`src/timer_pair_pkg.sv`:
```
package timer_pair_pkg;

	// -------------------------------------------------------------
	// Clock and tick rates
	// -------------------------------------------------------------
	localparam int CLK_PERIOD_NS = 25;
	localparam int SYS_KHZ       = 1_000_000 / CLK_PERIOD_NS;
	localparam int FAST_KHZ      = 13_560;
	localparam int SLOW_KHZ      = 212;

	// -------------------------------------------------------------
	// Register offsets
	// -------------------------------------------------------------
	localparam logic [7:0] ADDR_B_RELOAD_HIGH = 8'h15;
	localparam logic [7:0] ADDR_B_RELOAD_LOW  = 8'h16;
	localparam logic [7:0] ADDR_B_COUNT_HIGH  = 8'h17;
	localparam logic [7:0] ADDR_B_COUNT_LOW   = 8'h18;
	localparam logic [7:0] ADDR_C_CONTROL     = 8'h19;
	localparam logic [7:0] ADDR_C_RELOAD_HIGH = 8'h1A;
	localparam logic [7:0] ADDR_C_RELOAD_LOW  = 8'h1B;
	localparam logic [7:0] ADDR_COMMAND       = 8'h30;
	localparam logic [7:0] ADDR_B_CONFIG      = 8'h31;
	localparam logic [7:0] ADDR_IRQ_STATUS    = 8'h32;
	localparam logic [7:0] ADDR_IRQ_CLEAR     = 8'h33;
	localparam logic [7:0] ADDR_IRQ_ENABLE    = 8'h34;

	// -------------------------------------------------------------
	// Field positions, masks and reset values
	// -------------------------------------------------------------
	localparam logic [7:0] CTRL_WMASK  = 8'hBB;
	localparam logic [7:0] CTRL_RESET  = 8'h00;
	localparam logic [7:0] RELOAD_RESET = 8'h00;
	localparam int CMD_START_B = 0;
	localparam int CMD_STOP_B  = 1;
	localparam int CMD_START_C = 2;
	localparam int CMD_STOP_C  = 3;
	localparam int CFG_B_AUTO  = 0;
	localparam int CFG_B_SLOW  = 1;
	localparam int STAT_C      = 0;
	localparam int STAT_B      = 1;
	localparam int STAT_W      = 2;

	// -------------------------------------------------------------
	// Types
	// -------------------------------------------------------------
	typedef enum logic [1:0] {
		START_NONE, START_TX_END, START_TRIM_NO_UF, START_TRIM_UF
	} start_mode_t;

	typedef enum logic [1:0] {
		CLK_FAST, CLK_SLOW, CLK_A_UF, CLK_B_UF
	} clock_select_t;

	typedef struct packed {
		logic          stop_on_receive;
		logic          reserved_hi;
		start_mode_t   start_mode;
		logic          auto_restart;
		logic          reserved_lo;
		clock_select_t clock_select;
	} ctrl_t;

	typedef struct packed {
		logic [7:0] addr;
		logic [7:0] wdata;
		logic       wr;
		logic       rd;
	} reg_req_t;

	typedef struct packed {
		logic [31:0] acc;
		logic        tick;
	} tick_state_t;

	typedef struct packed {
		logic [15:0] count;
		logic        running;
		logic        underflow;
	} core_state_t;

	typedef struct packed {
		ctrl_t             c_ctrl;
		logic [7:0]        c_rel_hi;
		logic [7:0]        c_rel_lo;
		logic [7:0]        b_rel_hi;
		logic [7:0]        b_rel_lo;
		logic              b_auto;
		logic              b_slow;
		logic [STAT_W-1:0] status;
		logic [STAT_W-1:0] enable;
		logic [2:0]        trim_sync;
		logic              trim_level;
		logic [7:0]        rd_data;
		logic              irq;
		logic              start_b;
		logic              stop_b;
		logic              start_c;
		logic              stop_c;
	} top_state_t;

endpackage

```
`src/tick_source.sv`:
```
`timescale 1ns/10ps

module tick_source #(
	parameter int RATE_KHZ = timer_pair_pkg::FAST_KHZ
) (
	input  wire logic clk,
	input  wire logic sys_rst,
	output logic      tick
);

	timer_pair_pkg::tick_state_t st_reg;
	timer_pair_pkg::tick_state_t st_next;
	logic [31:0]                 sum;

	// -------------------------------------------------------------
	// Parameter check
	// -------------------------------------------------------------
	if (RATE_KHZ <= 0 || RATE_KHZ > timer_pair_pkg::SYS_KHZ) begin : g_bad
		$error("tick rate must lie between zero and the system rate");
	end

	// -------------------------------------------------------------
	// Fractional accumulator
	// -------------------------------------------------------------
	// Average rate is exact; single ticks jitter by one cycle
	always_comb begin
		st_next = st_reg;
		sum     = st_reg.acc + 32'(RATE_KHZ);
		if (sum >= 32'(timer_pair_pkg::SYS_KHZ)) begin
			st_next.acc  = sum - 32'(timer_pair_pkg::SYS_KHZ);
			st_next.tick = 1'b1;
		end else begin
			st_next.acc  = sum;
			st_next.tick = 1'b0;
		end
	end

	always_ff @(posedge clk) begin
		if (sys_rst) begin
			st_reg <= '0;
		end else begin
			st_reg <= st_next;
		end
	end

	assign tick = st_reg.tick;

endmodule

```
`src/countdown_core.sv`:
```
`timescale 1ns/10ps

module countdown_core (
	input  wire logic        clk,
	input  wire logic        sys_rst,
	input  wire logic        start,
	input  wire logic        stop,
	input  wire logic        tick,
	input  wire logic        auto_restart,
	input  wire logic        allow_underflow,
	input  wire logic [15:0] reload,
	output logic [15:0]      count,
	output logic             running,
	output logic             underflow
);

	timer_pair_pkg::core_state_t st_reg;
	timer_pair_pkg::core_state_t st_next;

	// -------------------------------------------------------------
	// Countdown
	// -------------------------------------------------------------
	// Start wins over stop, stop wins over a tick
	always_comb begin
		st_next           = st_reg;
		st_next.underflow = 1'b0;
		if (start) begin
			st_next.count   = reload;
			st_next.running = 1'b1;
		end else if (stop) begin
			st_next.running = 1'b0;
		end else if (st_reg.running && tick) begin
			if (st_reg.count != 16'h0000) begin
				st_next.count = st_reg.count - 16'h0001;
			end else begin
				st_next.underflow = allow_underflow;
				if (auto_restart && allow_underflow) begin
					st_next.count = reload;
				end else begin
					st_next.running = 1'b0;
				end
			end
		end
	end

	always_ff @(posedge clk) begin
		if (sys_rst) begin
			st_reg <= '0;
		end else begin
			st_reg <= st_next;
		end
	end

	assign count     = st_reg.count;
	assign running   = st_reg.running;
	assign underflow = st_reg.underflow;
endmodule

```
`src/cascadable_timer_pair_regs.sv`:
```
`timescale 1ns/10ps

// Operation
// - B reload low used only at start or auto restart
// - B start loads high and low reload
// - B count readable live, high then low
// - C stop bit halts on first bits
// - Trimming modes ignore the stop bit
// - Mode 00 manual, 01 starts after transmit
// - Modes 10/11 trim on signal rising edges
// - Auto restart reloads at zero, keeps counting, except C in mode 10
// - Without auto restart, stop at zero
// - Every C underflow sets its flag
// - Clock select 00 fast, 01 slow tick
// - Clock select 10/11 counts A/B underflows
// - C start loads sixteen bit reload
// - C reload writes wait for next start or auto restart
module cascadable_timer_pair_regs (
	input  wire logic                      clk,
	input  wire logic                      sys_rst,
	input  wire timer_pair_pkg::reg_req_t  bus_req,
	input  wire logic                      tx_end,
	input  wire logic                      rx_first_bits,
	input  wire logic                      timer_a_underflow,
	input  wire logic                      trim_in,
	output logic [7:0]                     rd_data,
	output logic                           irq,
	output logic                           timer_b_underflow,
	output logic                           timer_c_underflow
);

	// -------------------------------------------------------------
	// Declarations
	// -------------------------------------------------------------
	localparam int STAT_W_L = timer_pair_pkg::STAT_W;

	timer_pair_pkg::top_state_t st_reg;
	timer_pair_pkg::top_state_t st_next;
	logic                       fast_tick;
	logic                       slow_tick;
	logic                       tick_b;
	logic                       tick_c;
	logic [15:0]                b_count;
	logic [15:0]                c_count;
	logic                       b_running;
	logic                       c_running;
	logic [15:0]                b_reload;
	logic [15:0]                c_reload;
	logic [7:0]                 b_hi;
	logic [7:0]                 b_lo;
	logic                       is_trim;
	logic                       trim_stable;
	logic                       trim_rise;
	logic                       wr_cmd;
	logic [STAT_W_L-1:0]        irq_set;
	logic [STAT_W_L-1:0]        irq_clr;

	// -------------------------------------------------------------
	// Tick selection
	// -------------------------------------------------------------
	// Picks the decrement clock for one timer
	function automatic logic sel_tick(
		input timer_pair_pkg::clock_select_t sel,
		input logic                          fast,
		input logic                          slow,
		input logic                          a_uf,
		input logic                          b_uf
	);
		logic t;
		t = 1'b0;
		unique case (sel)
			timer_pair_pkg::CLK_FAST: t = fast;
			timer_pair_pkg::CLK_SLOW: t = slow;
			timer_pair_pkg::CLK_A_UF: t = a_uf;
			timer_pair_pkg::CLK_B_UF: t = b_uf;
		endcase
		return t;
	endfunction

	// -------------------------------------------------------------
	// Tick sources
	// -------------------------------------------------------------
	tick_source #(
		.RATE_KHZ (timer_pair_pkg::FAST_KHZ)
	) u_fast_tick (
		.clk     (clk),
		.sys_rst (sys_rst),
		.tick    (fast_tick)
	);

	tick_source #(
		.RATE_KHZ (timer_pair_pkg::SLOW_KHZ)
	) u_slow_tick (
		.clk     (clk),
		.sys_rst (sys_rst),
		.tick    (slow_tick)
	);

	// Timer B ticks from the fast or slow source
	assign tick_b = sel_tick(
		st_reg.b_slow ? timer_pair_pkg::CLK_SLOW
		              : timer_pair_pkg::CLK_FAST,
		fast_tick, slow_tick, timer_a_underflow, 1'b0);

	// Timer C may cascade on A or B underflows
	assign tick_c = sel_tick(st_reg.c_ctrl.clock_select,
		fast_tick, slow_tick, timer_a_underflow,
		timer_b_underflow);

	// -------------------------------------------------------------
	// Reload values
	// -------------------------------------------------------------
	// Reload bytes only reach a counter on a start or auto restart
	assign b_reload = {st_reg.b_rel_hi, st_reg.b_rel_lo};
	assign c_reload = {st_reg.c_rel_hi, st_reg.c_rel_lo};
	assign b_hi     = b_count[15:8];
	assign b_lo     = b_count[7:0];

	// -------------------------------------------------------------
	// Timers
	// -------------------------------------------------------------
	countdown_core u_timer_b (
		.clk             (clk),
		.sys_rst         (sys_rst),
		.start           (st_reg.start_b),
		.stop            (st_reg.stop_b),
		.tick            (tick_b),
		.auto_restart    (st_reg.b_auto),
		.allow_underflow (1'b1),
		.reload          (b_reload),
		.count           (b_count),
		.running         (b_running),
		.underflow       (timer_b_underflow)
	);

	countdown_core u_timer_c (
		.clk             (clk),
		.sys_rst         (sys_rst),
		.start           (st_reg.start_c),
		.stop            (st_reg.stop_c),
		.tick            (tick_c),
		.auto_restart    (st_reg.c_ctrl.auto_restart),
		.allow_underflow (st_reg.c_ctrl.start_mode !=
		                  timer_pair_pkg::START_TRIM_NO_UF),
		.reload          (c_reload),
		.count           (c_count),
		.running         (c_running),
		.underflow       (timer_c_underflow)
	);

	// -------------------------------------------------------------
	// Trim input and event decode
	// -------------------------------------------------------------
	// A change counts once the second and third stages agree
	assign trim_stable = st_reg.trim_sync[1] == st_reg.trim_sync[2];
	assign trim_rise   = trim_stable && st_reg.trim_sync[2] &&
	                     !st_reg.trim_level;
	assign is_trim     = st_reg.c_ctrl.start_mode[1];
	assign wr_cmd      = bus_req.wr &&
	                     bus_req.addr == timer_pair_pkg::ADDR_COMMAND;
	assign irq_set     = {timer_b_underflow, timer_c_underflow};
	assign irq_clr     = (bus_req.wr && bus_req.addr ==
	                      timer_pair_pkg::ADDR_IRQ_CLEAR)
	                     ? bus_req.wdata[STAT_W_L-1:0] : '0;

	// -------------------------------------------------------------
	// Next state
	// -------------------------------------------------------------
	always_comb begin
		st_next           = st_reg;
		st_next.trim_sync = {st_reg.trim_sync[1:0], trim_in};
		if (trim_stable) begin
			st_next.trim_level = st_reg.trim_sync[2];
		end

		// Register writes
		if (bus_req.wr) begin
			unique case (bus_req.addr)
				timer_pair_pkg::ADDR_B_RELOAD_HIGH:
					st_next.b_rel_hi = bus_req.wdata;
				timer_pair_pkg::ADDR_B_RELOAD_LOW:
					st_next.b_rel_lo = bus_req.wdata;
				timer_pair_pkg::ADDR_C_CONTROL:
					st_next.c_ctrl = ctrl_t_cast(bus_req.wdata &
						timer_pair_pkg::CTRL_WMASK);
				timer_pair_pkg::ADDR_C_RELOAD_HIGH:
					st_next.c_rel_hi = bus_req.wdata;
				timer_pair_pkg::ADDR_C_RELOAD_LOW:
					st_next.c_rel_lo = bus_req.wdata;
				timer_pair_pkg::ADDR_B_CONFIG: begin
					st_next.b_auto =
						bus_req.wdata[timer_pair_pkg::CFG_B_AUTO];
					st_next.b_slow =
						bus_req.wdata[timer_pair_pkg::CFG_B_SLOW];
				end
				timer_pair_pkg::ADDR_IRQ_ENABLE:
					st_next.enable = bus_req.wdata[STAT_W_L-1:0];
				default: ;
			endcase
		end

		// Timer B start and stop come from software only
		st_next.start_b = wr_cmd &&
			bus_req.wdata[timer_pair_pkg::CMD_START_B];
		st_next.stop_b  = wr_cmd &&
			bus_req.wdata[timer_pair_pkg::CMD_STOP_B];

		// Timer C start: software, end of transmit, or trim edge
		st_next.start_c =
			(wr_cmd && bus_req.wdata[timer_pair_pkg::CMD_START_C]) ||
			(tx_end && st_reg.c_ctrl.start_mode ==
			 timer_pair_pkg::START_TX_END) ||
			(is_trim && trim_rise && !c_running);

		// Timer C stop: software, trim edge, or first bits received
		st_next.stop_c =
			(wr_cmd && bus_req.wdata[timer_pair_pkg::CMD_STOP_C]) ||
			(is_trim && trim_rise && c_running) ||
			(rx_first_bits && st_reg.c_ctrl.stop_on_receive &&
			 !is_trim);

		// Sticky flags; a set in the clearing cycle survives
		st_next.status = (st_reg.status & ~irq_clr) | irq_set;
		st_next.irq    = |(st_reg.status & st_reg.enable);

		// Read data stands for one cycle only; counts are live
		st_next.rd_data = 8'h00;
		if (bus_req.rd) begin
			unique case (bus_req.addr)
				timer_pair_pkg::ADDR_B_RELOAD_HIGH:
					st_next.rd_data = st_reg.b_rel_hi;
				timer_pair_pkg::ADDR_B_RELOAD_LOW:
					st_next.rd_data = st_reg.b_rel_lo;
				timer_pair_pkg::ADDR_B_COUNT_HIGH:
					st_next.rd_data = b_hi;
				timer_pair_pkg::ADDR_B_COUNT_LOW:
					st_next.rd_data = b_lo;
				timer_pair_pkg::ADDR_C_CONTROL:
					st_next.rd_data = 8'(st_reg.c_ctrl);
				timer_pair_pkg::ADDR_C_RELOAD_HIGH:
					st_next.rd_data = st_reg.c_rel_hi;
				timer_pair_pkg::ADDR_C_RELOAD_LOW:
					st_next.rd_data = st_reg.c_rel_lo;
				timer_pair_pkg::ADDR_B_CONFIG:
					st_next.rd_data = {6'h00, st_reg.b_slow,
					                   st_reg.b_auto};
				timer_pair_pkg::ADDR_IRQ_STATUS:
					st_next.rd_data = {6'h00, st_reg.status};
				timer_pair_pkg::ADDR_IRQ_ENABLE:
					st_next.rd_data = {6'h00, st_reg.enable};
				default:
					st_next.rd_data = 8'h00;
			endcase
		end
	end

	// Turns a masked byte into the control layout
	function automatic timer_pair_pkg::ctrl_t ctrl_t_cast(
		input logic [7:0] v
	);
		return timer_pair_pkg::ctrl_t'(v);
	endfunction

	// -------------------------------------------------------------
	// State register
	// -------------------------------------------------------------
	always_ff @(posedge clk) begin
		if (sys_rst) begin
			st_reg          <= '0;
			st_reg.c_ctrl   <= timer_pair_pkg::ctrl_t'(
			                   timer_pair_pkg::CTRL_RESET);
			st_reg.c_rel_hi <= timer_pair_pkg::RELOAD_RESET;
			st_reg.c_rel_lo <= timer_pair_pkg::RELOAD_RESET;
			st_reg.b_rel_hi <= timer_pair_pkg::RELOAD_RESET;
			st_reg.b_rel_lo <= timer_pair_pkg::RELOAD_RESET;
		end else begin
			st_reg <= st_next;
		end
	end

	assign rd_data = st_reg.rd_data;
	assign irq     = st_reg.irq;
endmodule

```
`config.mk`:
```
export PLATFORM = sky130hd
export DESIGN_NAME = cascadable_timer_pair_regs
export DESIGN_NICKNAME = d
export VERILOG_FILES = /design/src/timer_pair_pkg.sv /design/src/tick_source.sv /design/src/countdown_core.sv /design/src/cascadable_timer_pair_regs.sv
export SDC_FILE = /design/constraint.sdc
export NUM_CORES = 1
export LEC_CHECK = 0
export ABC_AREA = 1
export BUFFER_PORTS_ARGS = -buffer_cell sky130_fd_sc_hd__buf_2
export CAP_MARGIN = 0
export CORE_UTILIZATION = 68
export CTS_CLUSTER_SIZE = 8
export DETAILED_ROUTE_END_ITERATION = 8
export PLACE_DENSITY = 0.83
export SYNTH_ARGS = -nofsm -noshare
export SYNTH_HDL_FRONTEND = slang
export SYNTH_SLANG_ARGS = --single-unit
export TNS_END_PERCENT = 20
```
`constraint.sdc`:
```
create_clock -name clk -period 4.9 [get_ports clk]
set_input_delay 0.245 -clock clk [delete_from_list [all_inputs] [get_ports clk]]
set_output_delay 0.245 -clock clk [all_outputs]
set_load 0.02 [all_outputs]
```
==> results.cfg, run 1 <==
[global_route]
grt_pass1_vias = 9983
overflow = 0
grt_pass1_wl_microns = 47900
grt_usage = 0.370
antenna_found_initial = 0
grt_max_degree = 60

[cts]
cts_inserted_buffers = 17
htree_levels = 4
clk_latency_ns = 0.43
clockBufferDepth = 2
post_cts_buffers = 0
cts_tree = done
clockRootBuffer = clkbuf_16
path_clk_slew_ns = 0.06
ctsResizeCount = 0
cts_hold_buf = 0
cts_sinks = 158

[critical_path]
startpoint_type = register
rr_worst_depth = 18
regToRegEndpoint = u_fast_tick.st_reg[15]
path_class = reg2reg
crit_fanout = 26
cp-end-kind = register
cp.required_ns = 5.18
arrival_ns = 3.31
r2r-start = u_fast_tick.st_reg[4]
r2r_slack_ns = 1.87

[synth]
netlist_area_sq_mm = 0.0107
syn_area_per_cell_sq_um = 6.17
synth_flop_cell = dfxtp_1
synthArstFlopShare = 0
synth-seq-cells = 158
synth_warnings = 0
syn_nets = 1770
synth_edf_count = 0
ys_seq_area_frac = 0.296
syn_inst = 1735
synth_cell_types = 52

[sta]
hold_violations = 0
fmax_mhz = 330
period_share = 0.619
rsz0062_at_grt = no
worst_slack_ns = 1.87
finalSetupTns_ns = 0
slew_headroom = 0.384
skew_ns = 0.00772
worstMarginPinSlew_ns = 0.913
min_period_ns = 3.03
holdWs_ns = 0.0161
slew_violations = 0
finalSetupViolations = 0

[floorplan]
die_area_sq_mm = 0.0162
core-area_sq_mm = 0.0153
die_x_microns = 127
die_y_microns = 127
rows = 45
initial_utilization = 0.701
io-pin-count = 35

[finish]
largest_reg_flops = 30
ff_latch_area_sq_mm = 0.00316
final_util = 0.753
diodes = 0
syn_to_final_growth_pct = 7.31
layout_commonest_cell = nand2_1
nets = 1781
mostFrequentLayoutCells = nand2_1, nor2_1, inv_1
fin_cells = 1968
drive_above_1_share = 0.0757
fillers = 1276
multi_input_area_sq_mm = 0.00636

[min_path]
holdPathStages = 3
hold_class = in2reg
holdCritStartpoint = trim_in
min_to = st_next[15]

[routing]
wl_per_cell_microns = 14.9
avgViaCountPerCell = 5.80
drtPass1Iterations = 6
drt_iter0_markers = 1205
vias = 11419
wl_microns = 29400
drc_errors = 0
ant_nets = 0

[placed_design]
place_inst = 1938
post-dp-hpwl_microns = 21900
pre_cts_ws_ns = 1.96
io_buffers = 34
gp_congestion = 1.01

[power_and_ir_drop]
p_int_w = 0.00319
power_frac_comb = 0.459
p_leak_nw = 5.17
vdd_drop_max_mv = 0.433
power_frac_seq = 0.295
clkPwrFrac = 0.247
p_sw_w = 0.00256
switching_share = 0.445
power.density_mw_per_mm2 = 501

[flow_run]
cap_violations = 0

[status]
outcome = completed
cells in the mapped netlist (3+ instances only):
cell	instances	area [sq um]
nand2_2	18	113
xnor2_1	8	70.1
a21oi_2	4	35.0
xor2_1	38	333
o211ai_1	19	143
a221oi_1	7	61.3
buf_6	5	56.3
o21ai_1	5	25.0
clkbuf_1	23	86.3
a21oi_1	93	465
inv_1	226	848
nand4_1	25	156
nand2_1	482	1810
o21ai_0	74	370
a31oi_1	18	113
o221ai_1	10	87.6
a211oi_1	6	45.0
o22ai_1	17	106
a22oi_1	3	22.5
nor2_1	230	863
nor2_2	13	81.3
inv_2	8	30.0
nand3_1	144	721
nor3_1	21	105
nand3b_1	8	60.1
nand3_2	6	60.1
nor2_4	8	90.1
ha_1	11	138
nor4_1	5	31.3
o311ai_0	3	26.3
buf_4	10	75.1
dfxtp_1	158	3160
cell type report:
| cell class | count | share of cell area |
|---|---|---|
| tap | 211 | 0.0230 |
| inverter | 236 | 0.0771 |
| clock inverter | 9 | 0.0138 |
| timing repair buffer | 36 | 0.0163 |
| sequential | 158 | 0.275 |
| multi-input combinational | 1297 | 0.554 |
| clock buffer | 21 | 0.0401 |
kinds of logic after synthesis:
kind of cell | synth area share
AO/OA/AOI/OAI | 0.146
XOR/XNOR | 0.0392
adder cells (fa/ha/maj) | 0.0129
buffers and inverters | 0.110
flip-flops | 0.296
AND/OR/NAND/NOR | 0.396
worst max path at each step:
stage,slack (ns),to,start,depth (start not counted)
floorplan,2.49,u_slow_tick.st_reg[16],u_slow_tick.st_reg[3],17
global placement,2.10,u_fast_tick.st_reg[19],u_fast_tick.st_reg[4],18
detailed placement,1.96,u_fast_tick.st_reg[12],u_fast_tick.st_reg[4],18
CTS,1.92,u_fast_tick.st_reg[15],u_fast_tick.st_reg[4],18
global route,1.51,u_fast_tick.st_reg[12],u_fast_tick.st_reg[4],19
finish,1.87,u_fast_tick.st_reg[15],u_fast_tick.st_reg[4],18
power groups by stage:
| stage | Sequential (W) | Clock, W | Combinational [W] |
|---|---|---|---|
| 2_1_floorplan | 0.00164 | 0 | 0.00218 |
| 3_3_place_gp | 0.00170 | 0 | 0.00252 |
| 3_5_place_dp | 0.00171 | 0 | 0.00256 |
| 4_1_cts | 0.00168 | 0.00142 | 0.00259 |
| 5_1_grt | 0.00172 | 0.00148 | 0.00299 |
| 6_report | 0.00169 | 0.00142 | 0.00264 |
critical path, stage by stage (launching register included):
cell     delay, ns
dfxtp_1       0.37
inv_1         0.12
ha_1          0.26
inv_1         0.07
nor2_1        0.04
nand2_1       0.11
nand2_1       0.10
nand2_2       0.15
nand2_1       0.16
inv_1         0.13
nand2_1       0.13
nand2_1       0.12
nand3_2       0.09
nor2_2        0.19
nand2_2       0.11
nor2_4        0.27
nand2_4       0.25
nand2_1       0.13
a21oi_1       0.07
metal layers:
layer | part of all wire | track usage | vias up | routed length [microns]
met5 | 0 | 0 | - | 0
met3 | 0.094 | 0.0783 | 64 | 2770
met1 | 0.44 | 0.509 | 5156 | 12900
li1 | - | - | 5640 | -
met2 | 0.45 | 0.589 | 559 | 13100
met4 | 0.020 | 0.0952 | 0 | 575
metrics by stage:
step | power (W) | cell area [sq um]
4_1_cts | 0.00570 | 11500
6_report | 0.00575 | 11500
3_3_place_gp | 0.00422 | 10900
3_5_place_dp | 0.00427 | 10900
5_1_grt | 0.00620 | 11500
2_1_floorplan | 0.00382 | 10700
(Power assumes the default switching activity.)
==> run 2: changes to the inputs <==
--- a/config.mk
+++ b/config.mk
@@ -5,13 +5,13 @@
 export SDC_FILE = /design/constraint.sdc
 export NUM_CORES = 1
 export LEC_CHECK = 0
-export ABC_AREA = 1
+export ABC_AREA = 0
 export BUFFER_PORTS_ARGS = -buffer_cell sky130_fd_sc_hd__buf_2
 export CAP_MARGIN = 0
-export CORE_UTILIZATION = 68
+export CORE_UTILIZATION = 63
 export CTS_CLUSTER_SIZE = 8
 export DETAILED_ROUTE_END_ITERATION = 8
-export PLACE_DENSITY = 0.83
+export PLACE_DENSITY = 0.78
 export SYNTH_ARGS = -nofsm -noshare
 export SYNTH_HDL_FRONTEND = slang
 export SYNTH_SLANG_ARGS = --single-unit
==> constraint.sdc (replaced) <==
create_clock -name clk -period 3 [get_ports clk]
set_input_delay 0.15 -clock clk [delete_from_list [all_inputs] [get_ports clk]]
set_output_delay 0.15 -clock clk [all_outputs]
set_load 0.02 [all_outputs]
==> run 2 against run 1 <==
Net effect: the run now ends with setup timing left; largest power group unchanged; global-route usage fell by 3.8 points; critical endpoint is now u_fast_tick.st_reg[13]; sequential cell count is the same; clock power grew 51%.
==> results.cfg, run 2 <==
[global_route]
grt_pass1_vias = 8679
overflow = 0
grt_pass1_wl_microns = 42500
grt_max_degree = 69
antenna_found_initial = 1
grt_usage = 0.332

[floorplan]
core-area_sq_mm = 0.0148
die_area_sq_mm = 0.0158
rows = 44
io-pin-count = 35
die_y_microns = 126
die_x_microns = 126
initial_utilization = 0.654

[finish]
fin_area_sq_mm = 0.0120
drive_above_1_share = 0.261
syn_to_final_growth_pct = 24.7
nets = 1372
fillers = 909
mostFrequentLayoutCells = nor2_1, buf_4, dfxtp_1
layout_commonest_cell = nor2_1
largest_reg_flops = 30
final_util = 0.816

[sta]
slew_violations = 0
worst_slack_ns = -0.282
fmax_mhz = 305
min_period_ns = 3.28
finalSetupViolations = 27
hold_violations = 0
holdWs_ns = 0.0289
skew_ns = 0.0108
period_share = 1.09
worstMarginPinSlew_ns = 0.705
slew_headroom = 0.528
rsz0062_at_grt = yes

[synth]
syn_inst = 1185
yosys-top-cells-count = nor2_1, dfxtp_1, nand2_1
syn_nets = 1220
yosysMostFrequentCell = nor2_1
ys_seq_area_frac = 0.328
synth_flop_cell = dfxtp_1
yosysTopAreaCellShare = 0.328
synth_area_leaders = dfxtp_1, nor2_1, xnor2_1
synthArstFlopShare = 0
syn_area_per_cell_sq_um = 8.15
synth_cell_types = 97
netlist_area_sq_mm = 0.00965
yosysTopAreaCell = dfxtp_1
synth-seq-cells = 158
synth_warnings = 0
synth_edf_count = 0

[power_and_ir_drop]
clkPwrFrac = 0.213
power_frac_comb = 0.520
p_sw_w = 0.00393
power.density_mw_per_mm2 = 831
finalPower_w = 0.0100
p_leak_nw = 5.06
p_int_w = 0.00608
power_frac_seq = 0.267
vdd_drop_max_mv = 0.698
switching_share = 0.392

[routing]
drt_iter0_markers = 1116
vias = 9691
wl_per_cell_microns = 18.8
wl_microns = 28800
ant_nets = 0
drtPass1Iterations = 5
drc_errors = 0
avgViaCountPerCell = 6.31

[critical_path]
cp-end-kind = register
cp_slowest_cell = nor4_4
crit_chain = buf_4 > nor4_2 > a21oi_1 > o21ai_0 > xor2_1 > nand4_2 > nor4_4 > buf_4 > nand3_4 > buf_6 > o211ai_1 > xor2_1 > nor2_1
r2r_slack_ns = -0.28
cp.required_ns = 3.30
arrival_ns = 3.58
path_class = reg2reg
startpoint_type = register
cpPeakStageDelay_ns = 0.43
crit_fanout = 7

[placed_design]
gp_congestion = 0.913
pre_cts_ws_ns = -0.173
io_buffers = 34
post-dp-hpwl_microns = 17900
placed_area_sq_mm = 0.0108

[cts]
clk_latency_ns = 0.45
cts_tree = done
clockRootBuffer = clkbuf_16
cts_sinks = 158
path_clk_slew_ns = 0.06
clockBufferDepth = 2
cts_inserted_buffers = 17
htree_levels = 4

[min_path]
hold_class = in2reg

[status]
outcome = finished with violations
violations = setup timing

[flow_run]
cap_violations = 0
-- run 2: cell count changes after synthesis, moves of 32 or more --
| cell | before | now |
|---|---|---|
| xnor2_1 | 8 | 59 |
| mux2i_1 | 0 | 44 |
| nand3_1 | 144 | 55 |
| nand2_1 | 482 | 85 |
| inv_1 | 226 | 28 |
| nor2_1 | 230 | 194 |
| o21ai_0 | 74 | 42 |
-- run 2: final timing paths --
check / startpoint / endpoint / depth (start not counted)
min reg2reg: u_timer_c.count[3] / u_timer_c.count[3] / 2
min: bus_req[8] / c_reload[14] / 3
max: u_fast_tick.st_reg[6] / u_fast_tick.st_reg[13] / 13
max reg2reg: u_fast_tick.st_reg[6] / u_fast_tick.st_reg[13] / 13
-- run 2: worst max-delay path, delay by kind of cell, from the launching register on --
family                 cells  cell delay [ns]
flip-flops                 1             0.38
XOR/XNOR                   2             0.53
AO/OA/AOI/OAI              3             0.56
buffers and inverters      3             0.50
AND/OR/NAND/NOR            5             1.18
-- run 2: kinds of logic (layout without fill, tap and decap cells) --
group                      after synthesis  count (layout)  synth area share
adders and majority gates               11              11            0.0143
AOI/OAI and AO/OA                      236             236             0.165
muxes                                   65              65            0.0787
DFF                                    158             158             0.328
buffers and inverters                   97             262            0.0487
and+or+nand+nor                        525             525             0.280
other                                    0               1                 0
xor gates and xnor gates                93              93            0.0852
-- run 2: metal layers --
metal,wire (microns),track usage,up-vias
met4,902,0.123,0
li1,-,-,4535
met5,0,0,-
met3,1930,0.0612,87
met1,11900,0.424,4574
met2,14100,0.560,495
-- run 2: stage by stage --
step           instances  setup TNS (ns)
3_5_place_dp        1472           -1.31
3_3_place_gp        1472          -0.153
2_1_floorplan       1185               0
5_1_grt             1535           -5.84
4_1_cts             1518        -0.00268
6_report            1535           -2.71
-- run 2: final cells by class --
| type | count | area (sq um) | share of cell area |
|---|---|---|---|
| diodes | 1 | 2.50 | 0.000208 |
| clock buffers | 18 | 439 | 0.0365 |
| clock inverters | 14 | 131 | 0.0109 |
| inverters | 28 | 105 | 0.00873 |
| multi-input cells | 930 | 6430 | 0.534 |
| flip-flops and latches | 158 | 3170 | 0.264 |
| well taps | 184 | 230 | 0.0191 |
| repair buffers | 202 | 1530 | 0.127 |
-- run 2: timing repair --
| action | 4_1_cts | 5_1_grt |
|---|---|---|
| gates resized for setup | 20 | 58 |
| endpoints found under the hold margin | 1 | 0 |
| endpoints found under the setup margin | 40 | 49 |
| pin swaps | 5 | 40 |
| gates cloned | 0 | 1 |
| hold buffers | 1 | 0 |
| buffers inserted | 13 | 16 |
-- run 2: power by group through the flow --
stage / clock, W / combinational [W] / sequential, W
floorplan: 0 / 0.00282 / 0.00264
global placement: 0 / 0.00414 / 0.00267
detailed placement: 0 / 0.00422 / 0.00267
CTS: 0.00214 / 0.00448 / 0.00264
global route: 0.00224 / 0.00555 / 0.00269
finish: 0.00214 / 0.00521 / 0.00267
==> run 3: changes to the inputs <==
--- a/config.mk
+++ b/config.mk
@@ -7,11 +7,12 @@
 export LEC_CHECK = 0
 export ABC_AREA = 0
 export BUFFER_PORTS_ARGS = -buffer_cell sky130_fd_sc_hd__buf_2
-export CAP_MARGIN = 0
+export CAP_MARGIN = 20
 export CORE_UTILIZATION = 63
 export CTS_CLUSTER_SIZE = 8
 export DETAILED_ROUTE_END_ITERATION = 8
 export PLACE_DENSITY = 0.78
+export REMOVE_ABC_BUFFERS = 1
 export SYNTH_ARGS = -nofsm -noshare
 export SYNTH_HDL_FRONTEND = slang
 export SYNTH_SLANG_ARGS = --single-unit
==> run 3 against run 2 <==
Net effect: the run still ends with setup timing left; first-iteration DRC count grew 18%; worst setup slack got worse by 0.13 ns; worst hold slack improved by 0.016 ns; clock skew rose by 0.0029 ns; combinational power grew 4.0%; sequential share of layout area down 0.11 points; clock power decreased by 7%; largest cell class unchanged; register-to-register slack worse by 0.13 ns; non-clock buffer count decreased by 4; die area is the same.
==> results.cfg, run 3 (synthesized netlist as in run 2, its figures left out) <==
[status]
outcome = finished with violations
violations = setup timing

[finish]
diodes = 0
nets = 1369
syn_to_final_growth_pct = 25.1
fillers = 882
largest_reg_flops = 30
layout_commonest_cell = nor2_1
fin_cells = 1531
mostFrequentLayoutCells = nor2_1, dfxtp_1, buf_4
drive_above_1_share = 0.267

[routing]
drtPass1Iterations = 7
wl_per_cell_microns = 19.4
avgViaCountPerCell = 6.46
drt_iter0_markers = 1321
wl_microns = 29700
drc_errors = 0
vias = 9895
ant_nets = 0

[placed_design]
post-dp-hpwl_microns = 17900
io_buffers = 34
place_inst = 1478
gp_congestion = 0.946

[sta]
worstMarginPinSlew_ns = 0.717
slew_headroom = 0.518
worst_slack_ns = -0.416
finalSetupViolations = 27
rsz0062_at_grt = yes
slew_violations = 0
period_share = 1.14
finalSetupTns_ns = -7.01
hold_violations = 0
holdWs_ns = 0.0454
min_period_ns = 3.42
skew_ns = 0.0137
fmax_mhz = 293

[cts]
clockBufferDepth = 2
cts_tree = done
cts_sinks = 158
path_clk_slew_ns = 0.07
htree_levels = 4
clk_latency_ns = 0.44
cts_inserted_buffers = 17
clockRootBuffer = clkbuf_16

[floorplan]
die_y_microns = 126
core-area_sq_mm = 0.0148
rows = 44
die_x_microns = 126
initial_utilization = 0.654
die_area_sq_mm = 0.0158
io-pin-count = 35

[global_route]
grt_pass1_wl_microns = 42900
overflow = 0
grt_usage = 0.332
grt_pass1_vias = 8759
grt_max_degree = 59
antenna_found_initial = 0

[critical_path]
startpoint_type = register
crit_top_cell = buf_6
path_class = reg2reg
crit_chain = buf_6 > nor3_2 > xnor2_1 > ha_2 > nand2b_4 > nor4_1 > a311oi_2 > a41oi_2 > o21ai_2 > a21oi_4 > nand3_2 > buf_6 > o211ai_1 > xor2_1 > nor2_1
r2r_slack_ns = -0.42
rr_worst_depth = 15
path_delay_family = simple AND/OR/NAND/NOR gates
cp.depth = 15
r2r-start = u_fast_tick.st_reg[5]
regToRegEndpoint = u_fast_tick.st_reg[13]
cp-end-kind = register
crit_end = u_fast_tick.st_reg[13]
cpPeakStageDelay_ns = 0.55
crit_buf_inv = 2
arrival_ns = 3.71
critPathLaunch = u_fast_tick.st_reg[5]
crit_fanout = 7
cp_slowest_cell = nor4_1
cp.required_ns = 3.29

[flow_run]
cap_violations = 0

[power_and_ir_drop]
p_leak_nw = 5.03
vdd_drop_max_mv = 0.732
power.density_mw_per_mm2 = 835

[min_path]
hold_class = in2reg
-- run 3: metrics by stage --
stage / utilization / instance area [sq um] / power, W / worst slack [ns]
2_1_floorplan: - / 9290 / 0.00519 / -0.551
3_3_place_gp: 0.731 / 10800 / 0.00670 / -0.0161
3_5_place_dp: 0.731 / 10800 / 0.00679 / -0.141
4_1_cts: 0.774 / 11400 / 0.00888 / -0.0539
5_1_grt: 0.818 / 12100 / 0.0105 / -0.522
6_report: 0.818 / 12100 / 0.0101 / -0.416
-- run 3: area by class of cell --
class | instances | area, sq um | share of cell area
repair buffers | 198 | 1490 | 0.124
multi-input cells | 931 | 6540 | 0.542
inverters | 28 | 105 | 0.00871
clock inverters | 12 | 87.6 | 0.00725
flip-flops and latches | 158 | 3170 | 0.263
well taps | 184 | 230 | 0.0191
clock buffers | 20 | 447 | 0.0370
-- run 3: worst min-delay path by stage --
stage                                  to  depth (start not counted)        from
floorplan           u_fast_tick.st_reg[4]                          1     sys_rst
global placement              st_next[15]                          2     trim_in
detailed placement            st_next[15]                          2     trim_in
CTS                           c_reload[6]                          3  bus_req[8]
global route                 b_reload[13]                          3  bus_req[7]
finish                       c_reload[13]                          3  bus_req[7]
-- run 3: worst min-delay path, stage by stage --
cell     delay (ns)
buf_2          0.14
mux2i_1        0.08
nor2_1         0.07
-- run 3: repair_timing --
| item | 4_1_cts | 5_1_grt |
|---|---|---|
| cloned | 0 | 1 |
| pin swaps | 4 | 52 |
| hold endpoints to repair | 1 | 0 |
| setup endpoints to repair | 38 | 48 |
| buffers inserted | 3 | 16 |
| hold buffers | 1 | 0 |
| resized for setup | 11 | 105 |
-- run 3: power breakdown --
part | internal [W] | switching, W | leakage (nW) | total [W]
sequential | 0.00239 | 0.000277 | 1.29 | 0.00267
clock | 0.00108 | 0.000914 | 0.249 | 0.00200
combinational | 0.00256 | 0.00286 | 3.49 | 0.00542
total | 0.00603 | 0.00405 | 5.03 | 0.0101
-- run 3: metal layers --
layer	GRT usage	wire, microns	vias to the layer above
li1	-	-	4540
met3	0.0518	2030	120
met5	0	0	-
met2	0.551	14300	538
met4	0.135	1100	0
met1	0.433	12200	4697
